===== config.mk =====
export PLATFORM = sky130hd
export DESIGN_NAME = amdec_decoder_flat
export DESIGN_NICKNAME = d
export VERILOG_FILES = /design/src/include/amdec_pkg.sv /design/src/include/amdec_if.sv /design/src/hw/amdec_decoder.sv /design/src/flat_wrapper.sv
export SDC_FILE = /design/constraint.sdc
export NUM_CORES = 1
export LEC_CHECK = 0
export ABC_AREA = 1
export BUFFER_PORTS_ARGS = -buffer_cell sky130_fd_sc_hd__buf_4
export CORE_ASPECT_RATIO = 1.5
export CORE_MARGIN = 2
export CORE_UTILIZATION = 44
export CTS_BUF_LIST = sky130_fd_sc_hd__clkbuf_4 sky130_fd_sc_hd__clkbuf_8
export DETAILED_ROUTE_END_ITERATION = 10
export PLACE_DENSITY_LB_ADDON = 0.08
export SLEW_MARGIN = 20
export SYNTH_ARGS = -nofsm -noshare
export SYNTH_HDL_FRONTEND = slang
export SYNTH_SLANG_ARGS = --single-unit

===== constraint.sdc =====
create_clock -name clk_sys -period 0.9 [get_ports clk_sys]
set_clock_uncertainty 0.2 [all_clocks]
set_input_delay 0.09 -clock clk_sys [delete_from_list [all_inputs] [get_ports clk_sys]]
set_output_delay 0.09 -clock clk_sys [all_outputs]
set_load 0.03 [all_outputs]

===== src/include/amdec_pkg.sv =====
// amplifier address decoder: shared field layout, codes and types
// assumes one 10 MHz clock, async active-low reset at both ends
package amdec_pkg;
  localparam int unsigned ADDR_W    = 32;
  localparam int unsigned KIND_POS  = 31;
  localparam int unsigned AMP_POS   = 0;
  localparam int unsigned AMP_W     = 5;
  localparam int unsigned SENS_POS  = 8;
  localparam int unsigned SENS_W    = 2;
  localparam int unsigned LINK_POS  = 12;
  localparam int unsigned LINK_W    = 2;
  localparam int unsigned RAFT_POS  = 16;
  localparam int unsigned RAFT_W    = 5;

  localparam logic [4:0] AMP_MAX    = 5'h0f;
  localparam logic [4:0] AMP_WILD   = 5'h1f;
  localparam logic [1:0] SENS_MAX   = 2'h2;
  localparam logic [1:0] SENS_WILD  = 2'h3;
  localparam logic [1:0] LINK_MAX   = 2'h2;
  localparam logic [1:0] LINK_WILD  = 2'h3;
  localparam logic [4:0] RAFT_MAX   = 5'h18;
  localparam logic [4:0] RAFT_WILD  = 5'h1f;
  localparam logic [31:0] RSVD_MASK = 32'h7fe0_cce0;

  localparam logic [31:0] ADDR_RST  = 32'h0000_0000;

  // software register map of the requester end
  localparam logic [3:0] REG_ADDR   = 4'h0;
  localparam logic [3:0] REG_REF    = 4'h1;
  localparam logic [3:0] REG_CTRL   = 4'h2;
  localparam logic [3:0] REG_RESULT = 4'h3;
  localparam logic [3:0] REG_STAT   = 4'h4;
  localparam logic [3:0] REG_CLR    = 4'h5;
  localparam logic [3:0] REG_IEN    = 4'h6;
  localparam int unsigned IRQ_W     = 3;
  localparam int unsigned EV_DONE   = 0;
  localparam int unsigned EV_ERR    = 1;
  localparam int unsigned EV_MATCH  = 2;

  typedef struct packed {
    logic       pixels;
    logic [4:0] amp;
    logic [1:0] sens;
    logic [1:0] link;
    logic [4:0] raft;
  } amdec_fields_t;

  function automatic amdec_fields_t amdec_split(input logic [31:0] a);
    amdec_fields_t f;
    f.pixels = a[KIND_POS];
    f.amp    = a[AMP_POS +: AMP_W];
    f.sens   = a[SENS_POS +: SENS_W];
    f.link   = a[LINK_POS +: LINK_W];
    f.raft   = a[RAFT_POS +: RAFT_W];
    return f;
  endfunction : amdec_split

  // wildcard on either side matches every valid value of the other
  function automatic logic amdec_fmatch5(input logic [4:0] a,
                                         input logic [4:0] b,
                                         input logic [4:0] wild);
    return (a == wild) || (b == wild) || (a == b);
  endfunction : amdec_fmatch5

  function automatic logic amdec_fmatch2(input logic [1:0] a,
                                         input logic [1:0] b,
                                         input logic [1:0] wild);
    return (a == wild) || (b == wild) || (a == b);
  endfunction : amdec_fmatch2
endpackage : amdec_pkg


===== src/include/amdec_if.sv =====
// amplifier address decoder: link between requester and decoder
// assumes both ends share clk_sys and nrst
`timescale 1ns/100ps
interface amdec_if;
  logic        req;
  logic [31:0] addr;
  logic [31:0] ref_addr;
  logic        ack;
  logic        err;
  logic        rsvd_err;
  logic        match;
  logic        pixels;
  logic        wild;
  logic [11:0] amp_index;

  modport dec (input req, addr, ref_addr,
               output ack, err, rsvd_err, match, pixels, wild, amp_index);
  modport req_end (output req, addr, ref_addr,
                   input ack, err, rsvd_err, match, pixels, wild,
                   amp_index);
endinterface : amdec_if


===== src/hw/amdec_decoder.sv =====
// amplifier address decoder: device end, validates and matches addresses
// assumes requests come from logic on clk_sys, one per cycle at most
//
// Behaviour
// - one 32-bit word carries every field
// - kind flag: 0 metadata, 1 pixel data
// - amp 0..15 real, 16..30 bad, 31 wildcard
// - sensor 0..2 real, 3 wildcard
// - link 0..2 real, 3 wildcard
// - raft 0..24 real, 25..30 bad, 31 wildcard
// - resolve amp, sensor, link, raft hierarchically
// - nothing finer than one amplifier
// - same layout for any array size
//
// Strobed register access and the register addresses were left to the implementer.
`timescale 1ns/100ps
module amdec_decoder (
  input  wire logic   clk_sys,
  input  wire logic   nrst,
  amdec_if.dec        lnk
);
  import amdec_pkg::*;

  // nesting counts of a full array; the index stays 12 bits wide
  localparam logic [11:0] AMPS_PER_SENS = 12'h010;
  localparam logic [11:0] SENS_PER_LINK = 12'h003;
  localparam logic [11:0] LINK_PER_RAFT = 12'h003;
  localparam logic [11:0] RAFT_COUNT    = 12'h019;
  // index code for a word that names no single amplifier
  localparam logic [11:0] IDX_NONE      = 12'hfff;
  // every bit that some field owns
  localparam logic [31:0] USED_MASK     = (32'h0000_0001 << KIND_POS)
                                        | (32'(AMP_WILD) << AMP_POS)
                                        | (32'(SENS_WILD) << SENS_POS)
                                        | (32'(LINK_WILD) << LINK_POS)
                                        | (32'(RAFT_WILD) << RAFT_POS);
  localparam int unsigned AMP_TOTAL     = int'(RAFT_COUNT)
                                        * int'(LINK_PER_RAFT)
                                        * int'(SENS_PER_LINK)
                                        * int'(AMPS_PER_SENS);

  // the decoding below is written for these widths only
  if (ADDR_W != 32) begin : g_bad_word
    $error("address word must be 32 bits wide");
  end
  if (AMP_W != 5 || RAFT_W != 5) begin : g_bad_wide
    $error("amplifier and raft fields must be 5 bits wide");
  end
  if (SENS_W != 2 || LINK_W != 2) begin : g_bad_narrow
    $error("sensor and link fields must be 2 bits wide");
  end
  // the index uses amp[3:0], so one sensor holds sixteen amplifiers
  if (AMPS_PER_SENS != 12'(AMP_MAX) + 12'h001) begin : g_bad_amps
    $error("amplifier count per sensor does not fit the index");
  end
  // reserved bits and field bits must tile the word exactly
  if ((USED_MASK & RSVD_MASK) != 32'h0000_0000) begin : g_bad_overlap
    $error("reserved mask overlaps a field");
  end
  if ((USED_MASK | RSVD_MASK) != 32'hffff_ffff) begin : g_bad_gap
    $error("reserved mask leaves a bit unowned");
  end
  // the flat index must never reach the no-amplifier code
  if (AMP_TOTAL >= int'(IDX_NONE)) begin : g_bad_index
    $error("flat amplifier index overflows its code space");
  end

  // a code between the last real value and the wildcard
  function automatic logic amdec_hole(input logic [4:0] code,
                                      input logic [4:0] top,
                                      input logic [4:0] wild);
    return (code > top) && (code != wild);
  endfunction : amdec_hole

  // true when a word carries a hole code in amp or raft
  function automatic logic amdec_bad(input amdec_fields_t a);
    return amdec_hole(a.amp, AMP_MAX, AMP_WILD)
        || amdec_hole(a.raft, RAFT_MAX, RAFT_WILD);
  endfunction : amdec_bad

  function automatic logic amdec_any_wild(input amdec_fields_t a);
    return (a.amp == AMP_WILD) || (a.sens == SENS_WILD)
        || (a.link == LINK_WILD) || (a.raft == RAFT_WILD);
  endfunction : amdec_any_wild

  // flat amplifier number: raft, then link, then sensor, then amp
  function automatic logic [11:0] amdec_flat(input amdec_fields_t a);
    logic [11:0] n;
    n = 12'(a.raft) * LINK_PER_RAFT + 12'(a.link);
    n = n * SENS_PER_LINK + 12'(a.sens);
    n = n * AMPS_PER_SENS + 12'(a.amp[3:0]);
    return n;
  endfunction : amdec_flat

  amdec_fields_t f;
  amdec_fields_t r;
  logic          f_bad;
  logic          r_bad;
  logic          bad_d;
  logic          rsvd_d;
  logic          wild_d;
  logic          kind_eq;
  logic          fields_eq;
  logic          match_d;
  logic [11:0]   idx_d;

  always_comb begin
    f = amdec_split(lnk.addr);
    r = amdec_split(lnk.ref_addr);
  end

  // a hole code in either word spoils the whole lookup
  always_comb begin
    f_bad = amdec_bad(f);
    r_bad = amdec_bad(r);
    bad_d = f_bad || r_bad;
  end

  // reserved bits only matter in the word under test
  always_comb begin
    rsvd_d = |(lnk.addr & RSVD_MASK);
  end

  always_comb begin
    wild_d = amdec_any_wild(f);
  end

  // kind flag must agree exactly; no wildcard exists for it
  always_comb begin
    kind_eq   = (f.pixels == r.pixels);
    fields_eq = amdec_fmatch5(f.amp, r.amp, AMP_WILD)
             && amdec_fmatch2(f.sens, r.sens, SENS_WILD)
             && amdec_fmatch2(f.link, r.link, LINK_WILD)
             && amdec_fmatch5(f.raft, r.raft, RAFT_WILD);
    match_d   = !bad_d && kind_eq && fields_eq;
  end

  // wildcards and bad codes name no single amplifier
  always_comb begin
    idx_d = amdec_flat(f);
    if (wild_d || bad_d) begin
      idx_d = IDX_NONE;
    end
  end

  // one answer pulse per request, one cycle later
  always_ff @(posedge clk_sys or negedge nrst) begin
    if (!nrst) begin
      lnk.ack <= 1'b0;
    end else begin
      lnk.ack <= lnk.req;
    end
  end

  // results hold until the next request, so a slow reader still sees them
  always_ff @(posedge clk_sys or negedge nrst) begin
    if (!nrst) begin
      lnk.err <= 1'b0;
    end else if (lnk.req) begin
      lnk.err <= bad_d;
    end
  end

  always_ff @(posedge clk_sys or negedge nrst) begin
    if (!nrst) begin
      lnk.rsvd_err <= 1'b0;
    end else if (lnk.req) begin
      lnk.rsvd_err <= rsvd_d;
    end
  end

  always_ff @(posedge clk_sys or negedge nrst) begin
    if (!nrst) begin
      lnk.match <= 1'b0;
    end else if (lnk.req) begin
      lnk.match <= match_d;
    end
  end

  always_ff @(posedge clk_sys or negedge nrst) begin
    if (!nrst) begin
      lnk.pixels <= 1'b0;
    end else if (lnk.req) begin
      lnk.pixels <= f.pixels;
    end
  end

  always_ff @(posedge clk_sys or negedge nrst) begin
    if (!nrst) begin
      lnk.wild <= 1'b0;
    end else if (lnk.req) begin
      lnk.wild <= wild_d;
    end
  end

  always_ff @(posedge clk_sys or negedge nrst) begin
    if (!nrst) begin
      lnk.amp_index <= 12'h000;
    end else if (lnk.req) begin
      lnk.amp_index <= idx_d;
    end
  end
endmodule : amdec_decoder


===== src/flat_wrapper.sv =====
// flat-port wrapper written by rule: the top's interface ports become plain ports
module amdec_decoder_flat import amdec_pkg::*;
  (clk_sys, nrst, lnk_req, lnk_addr, lnk_ref_addr, lnk_ack, lnk_err, lnk_rsvd_err, lnk_match, lnk_pixels, lnk_wild, lnk_amp_index);
  amdec_if lnk_i ();
  input  wire logic clk_sys;
  input  wire logic nrst;
  input wire logic [$bits(lnk_i.req)-1:0] lnk_req;
  input wire logic [$bits(lnk_i.addr)-1:0] lnk_addr;
  input wire logic [$bits(lnk_i.ref_addr)-1:0] lnk_ref_addr;
  output wire logic [$bits(lnk_i.ack)-1:0] lnk_ack;
  output wire logic [$bits(lnk_i.err)-1:0] lnk_err;
  output wire logic [$bits(lnk_i.rsvd_err)-1:0] lnk_rsvd_err;
  output wire logic [$bits(lnk_i.match)-1:0] lnk_match;
  output wire logic [$bits(lnk_i.pixels)-1:0] lnk_pixels;
  output wire logic [$bits(lnk_i.wild)-1:0] lnk_wild;
  output wire logic [$bits(lnk_i.amp_index)-1:0] lnk_amp_index;
  assign lnk_i.req = lnk_req;
  assign lnk_i.addr = lnk_addr;
  assign lnk_i.ref_addr = lnk_ref_addr;
  assign lnk_ack = lnk_i.ack;
  assign lnk_err = lnk_i.err;
  assign lnk_rsvd_err = lnk_i.rsvd_err;
  assign lnk_match = lnk_i.match;
  assign lnk_pixels = lnk_i.pixels;
  assign lnk_wild = lnk_i.wild;
  assign lnk_amp_index = lnk_i.amp_index;
  amdec_decoder u_core (.clk_sys(clk_sys), .nrst(nrst), .lnk(lnk_i));
endmodule

==> run metrics <==
Synthesized Nets 352; pwr dens 1590 nW/µm²; initial antenna violation count 0; die height 83.2 µm; Mapped Area 1840 µm²; part of the power in registers 0.167; Initial Utilization 0.460; WHS -0.0507 ns; DR vias 2,254; Post-Route WL 6540 µm; Net Sw Power 2200 µW; Data required, critical path 0.85 ns; Port Buf Inserts 67; Filler cells 221; vias in the first global route 2,358; flip-flop and latch count after synthesis 18; Residual DRC 0; Detail Route Antenna Nets 0; Fmax 324 MHz; largest net degree at the start of global routing 19; clock tree from TritonCTS yes; P&R area growth vs syn 89.6%; Worst Max-Slew Pin Slew 0.341 ns; LEAKAGE 0.00176 µW; CP endpoint kind register; drt wl/cell 14.8 µm; internal power consumption 3330 µW; Longest Clk Path Bufs 2; ant diodes 0; global placer's final weighted congestion 0.832; global router's overall resource usage 0.268; worst-path fanout max 4; final core utilization 0.872; Reg clk slew, reported paths 0.07 ns; share of flip-flops with an asynchronous set or reset 1.00; M3 GR Usage 0.0265; H-tree depth 1; Synth Flop Type dfrtp_1; post-synth cell types 28; failing checks hold timing, setup timing; EDFF count, synth 0; final hold vios 4; switch share 0.398; Mean Syn Cell Area 7.12 µm²; HP Start lnk_addr[26]; Worst R2R Setup Slack -0.15 ns; critical path type in -> reg; die area 4720 µm²; Worst VDD drop 1.91 mV; Syn. warnings 0; RSZ-0062 raised after global routing true; share of cells above drive strength 1 0.492; Core Region 3990 µm²; design area 3480 µm²; clock share of power 0.120; crit path DAT 3.03 ns; Min-Delay Endpoint u_core.lnk.rsvd_err$_DFFE_PN0P_; router iterations before antenna repair 4; Min-Delay Path Class in -> reg; first-pass GRT wire length 10,100 µm; cell count of the worst hold path 5; Comb pwr share 0.713; Critical path origin lnk_addr[17]; Die W 56.8 µm; Root Buffer clkbuf_8; area occupied by multi-input gates 1490 µm²; DP Area 2940 µm²; max_cap viols 0; DRC violation total after the first TritonRoute iteration 45; reg2reg end u_core.lnk.amp_index[6]$_DFFE_PN0P_; via density per instance 5.09; Final period util 3.43; # setup viols final 34; routing usage on met2 0.552; min cycle time layout 3.09 ns; slew margin rel. 0.771; nets 493; Setup WS post-layout -2.19 ns; Cells after Synth 258; Ports 85; Worst R2R Path Depth 3; Worst-Skew Late Latency 0.26 ns; gr busiest metal met2; final slew viol count 0; hpwl dp 4400 µm; CTS Hold Bufs 1; GR Layer Usage met1 0.260; CTS buffer count 3; post-synthesis sequential area ratio 0.245; gr ovfl total 0; reg-to-reg startpoint u_core.lnk.amp_index[6]$_DFFE_PN0P_; status finished with violations; Register Area 453 µm²; CTS Sinks 18; Startpoint Class primary input; num rows 28
==> metal layers <==
layer / up-vias / wire (µm)
met5: - / 0
met4: 0 / 249
met3: 23 / 226
met2: 74 / 3900
met1: 1063 / 2170
li1: 1094 / -
==> synthesized netlist by cell type (2+ instances only) <==
cell type | number | share of area
a21oi_1 | 4 | 0.011
buf_4 | 2 | 0.0082
dfrtp_1 | 18 | 0.25
fa_1 | 4 | 0.044
ha_1 | 23 | 0.16
inv_1 | 53 | 0.11
nand2_1 | 51 | 0.10
nand3_1 | 24 | 0.065
nand4_1 | 6 | 0.020
nor2_1 | 31 | 0.063
nor3_1 | 2 | 0.0054
nor4_1 | 2 | 0.0068
o21ai_0 | 2 | 0.0054
o21ai_1 | 8 | 0.022
o21bai_1 | 5 | 0.020
xnor2_1 | 7 | 0.033
xor2_1 | 5 | 0.024
==> cell usage in the layout (no fill, tap or decap), types with 6 or more instances in the layout <==
master and n:
buf_4 103, buf_6 30, dfrtp_1 16, ha_1 12
ha_4 11, inv_1 43, inv_2 6, nand2_1 47
nand3_1 13, nand3_2 9, nand4_1 6, nor2_1 30
o21ai_1 9
==> per-stage QoR <==
step	hold WS, ns	TNS (ns)	instances	setup slack, ns	power [µW]
3_3_place_gp	-0.229	-21.33	422	-2.36	3560
3_5_place_dp	-0.225	-22.03	422	-2.47	3650
2_1_floorplan	-0.406	-15.39	258	-2.08	2530
6_report	-0.0507	-20.55	443	-2.19	5520
5_1_grt	-0.0133	-22.17	443	-2.36	5880
4_1_cts	-0.0549	-19.91	438	-2.11	4820
==> final cells by class <==
class,count,area share
inverters,53,0.0621
well taps,45,0.0162
repair buffers,139,0.350
clock buffers,4,0.0158
flip-flops and latches,18,0.130
multi-input cells,184,0.426
==> what timing repair did <==
action / 4_1_cts / 5_1_grt
gates cloned: 1 / 0
resized for setup: 46 / 23
hold endpoints to repair: 23 / 3
endpoints found under the setup margin: 34 / 34
pin swaps: 27 / 18
setup buffers: 10 / 7
==> kinds of logic after synthesis <==
group	after synthesis	share of synthesized area
adder cells (fa/ha/maj)	27	0.200
flip-flops	18	0.245
AND/OR/NAND/NOR	123	0.305
XOR/XNOR	12	0.0572
AO/OA/AOI/OAI	22	0.0701
buffers and inverters	56	0.123
==> flip-flops by register name, summed over array words and instances (netlist names) <==
register	cells
u_core.lnk.wild	1
u_core.lnk.rsvd_err	1
u_core.lnk.err	1
u_core.lnk.pixels	1
u_core.lnk.ack	1
u_core.lnk.amp_index	12
u_core.lnk.match	1
==> power by group through the flow <==
| stage | Clock (µW) | Combinational, µW | Sequential (µW) |
|---|---|---|---|
| 4_1_cts | 694 | 3210 | 917 |
| 2_1_floorplan | 0 | 1490 | 1050 |
| 3_3_place_gp | 0 | 2640 | 920 |
| 5_1_grt | 726 | 4230 | 926 |
| 6_report | 665 | 3940 | 921 |
| 3_5_place_dp | 0 | 2730 | 921 |
==> worst max-delay path, cell delays in order <==
cell,delay (ns)
buf_8,0.08
inv_6,0.03
fa_1,0.57
inv_2,0.06
ha_4,0.16
fa_2,0.35
a21oi_2,0.15
o21bai_1,0.09
xor2_1,0.16
ha_1,0.34
ha_4,0.27
nand2_1,0.08
inv_2,0.04
nand4_1,0.08
nand3_1,0.10
nand2_1,0.10
nand2_1,0.08
nor2_2,0.14
nor2_1,0.06
==> worst max-delay path by stage <==
stage | end
after detailed placement | u_core.lnk.amp_index[11]$_DFFE_PN0P_
after floorplan | u_core.lnk.amp_index[11]$_DFFE_PN0P_
final | u_core.lnk.amp_index[10]$_DFFE_PN0P_
after global routing | u_core.lnk.amp_index[11]$_DFFE_PN0P_
after CTS | u_core.lnk.amp_index[11]$_DFFE_PN0P_
after global placement | u_core.lnk.amp_index[11]$_DFFE_PN0P_
(Power assumes the default switching activity.)
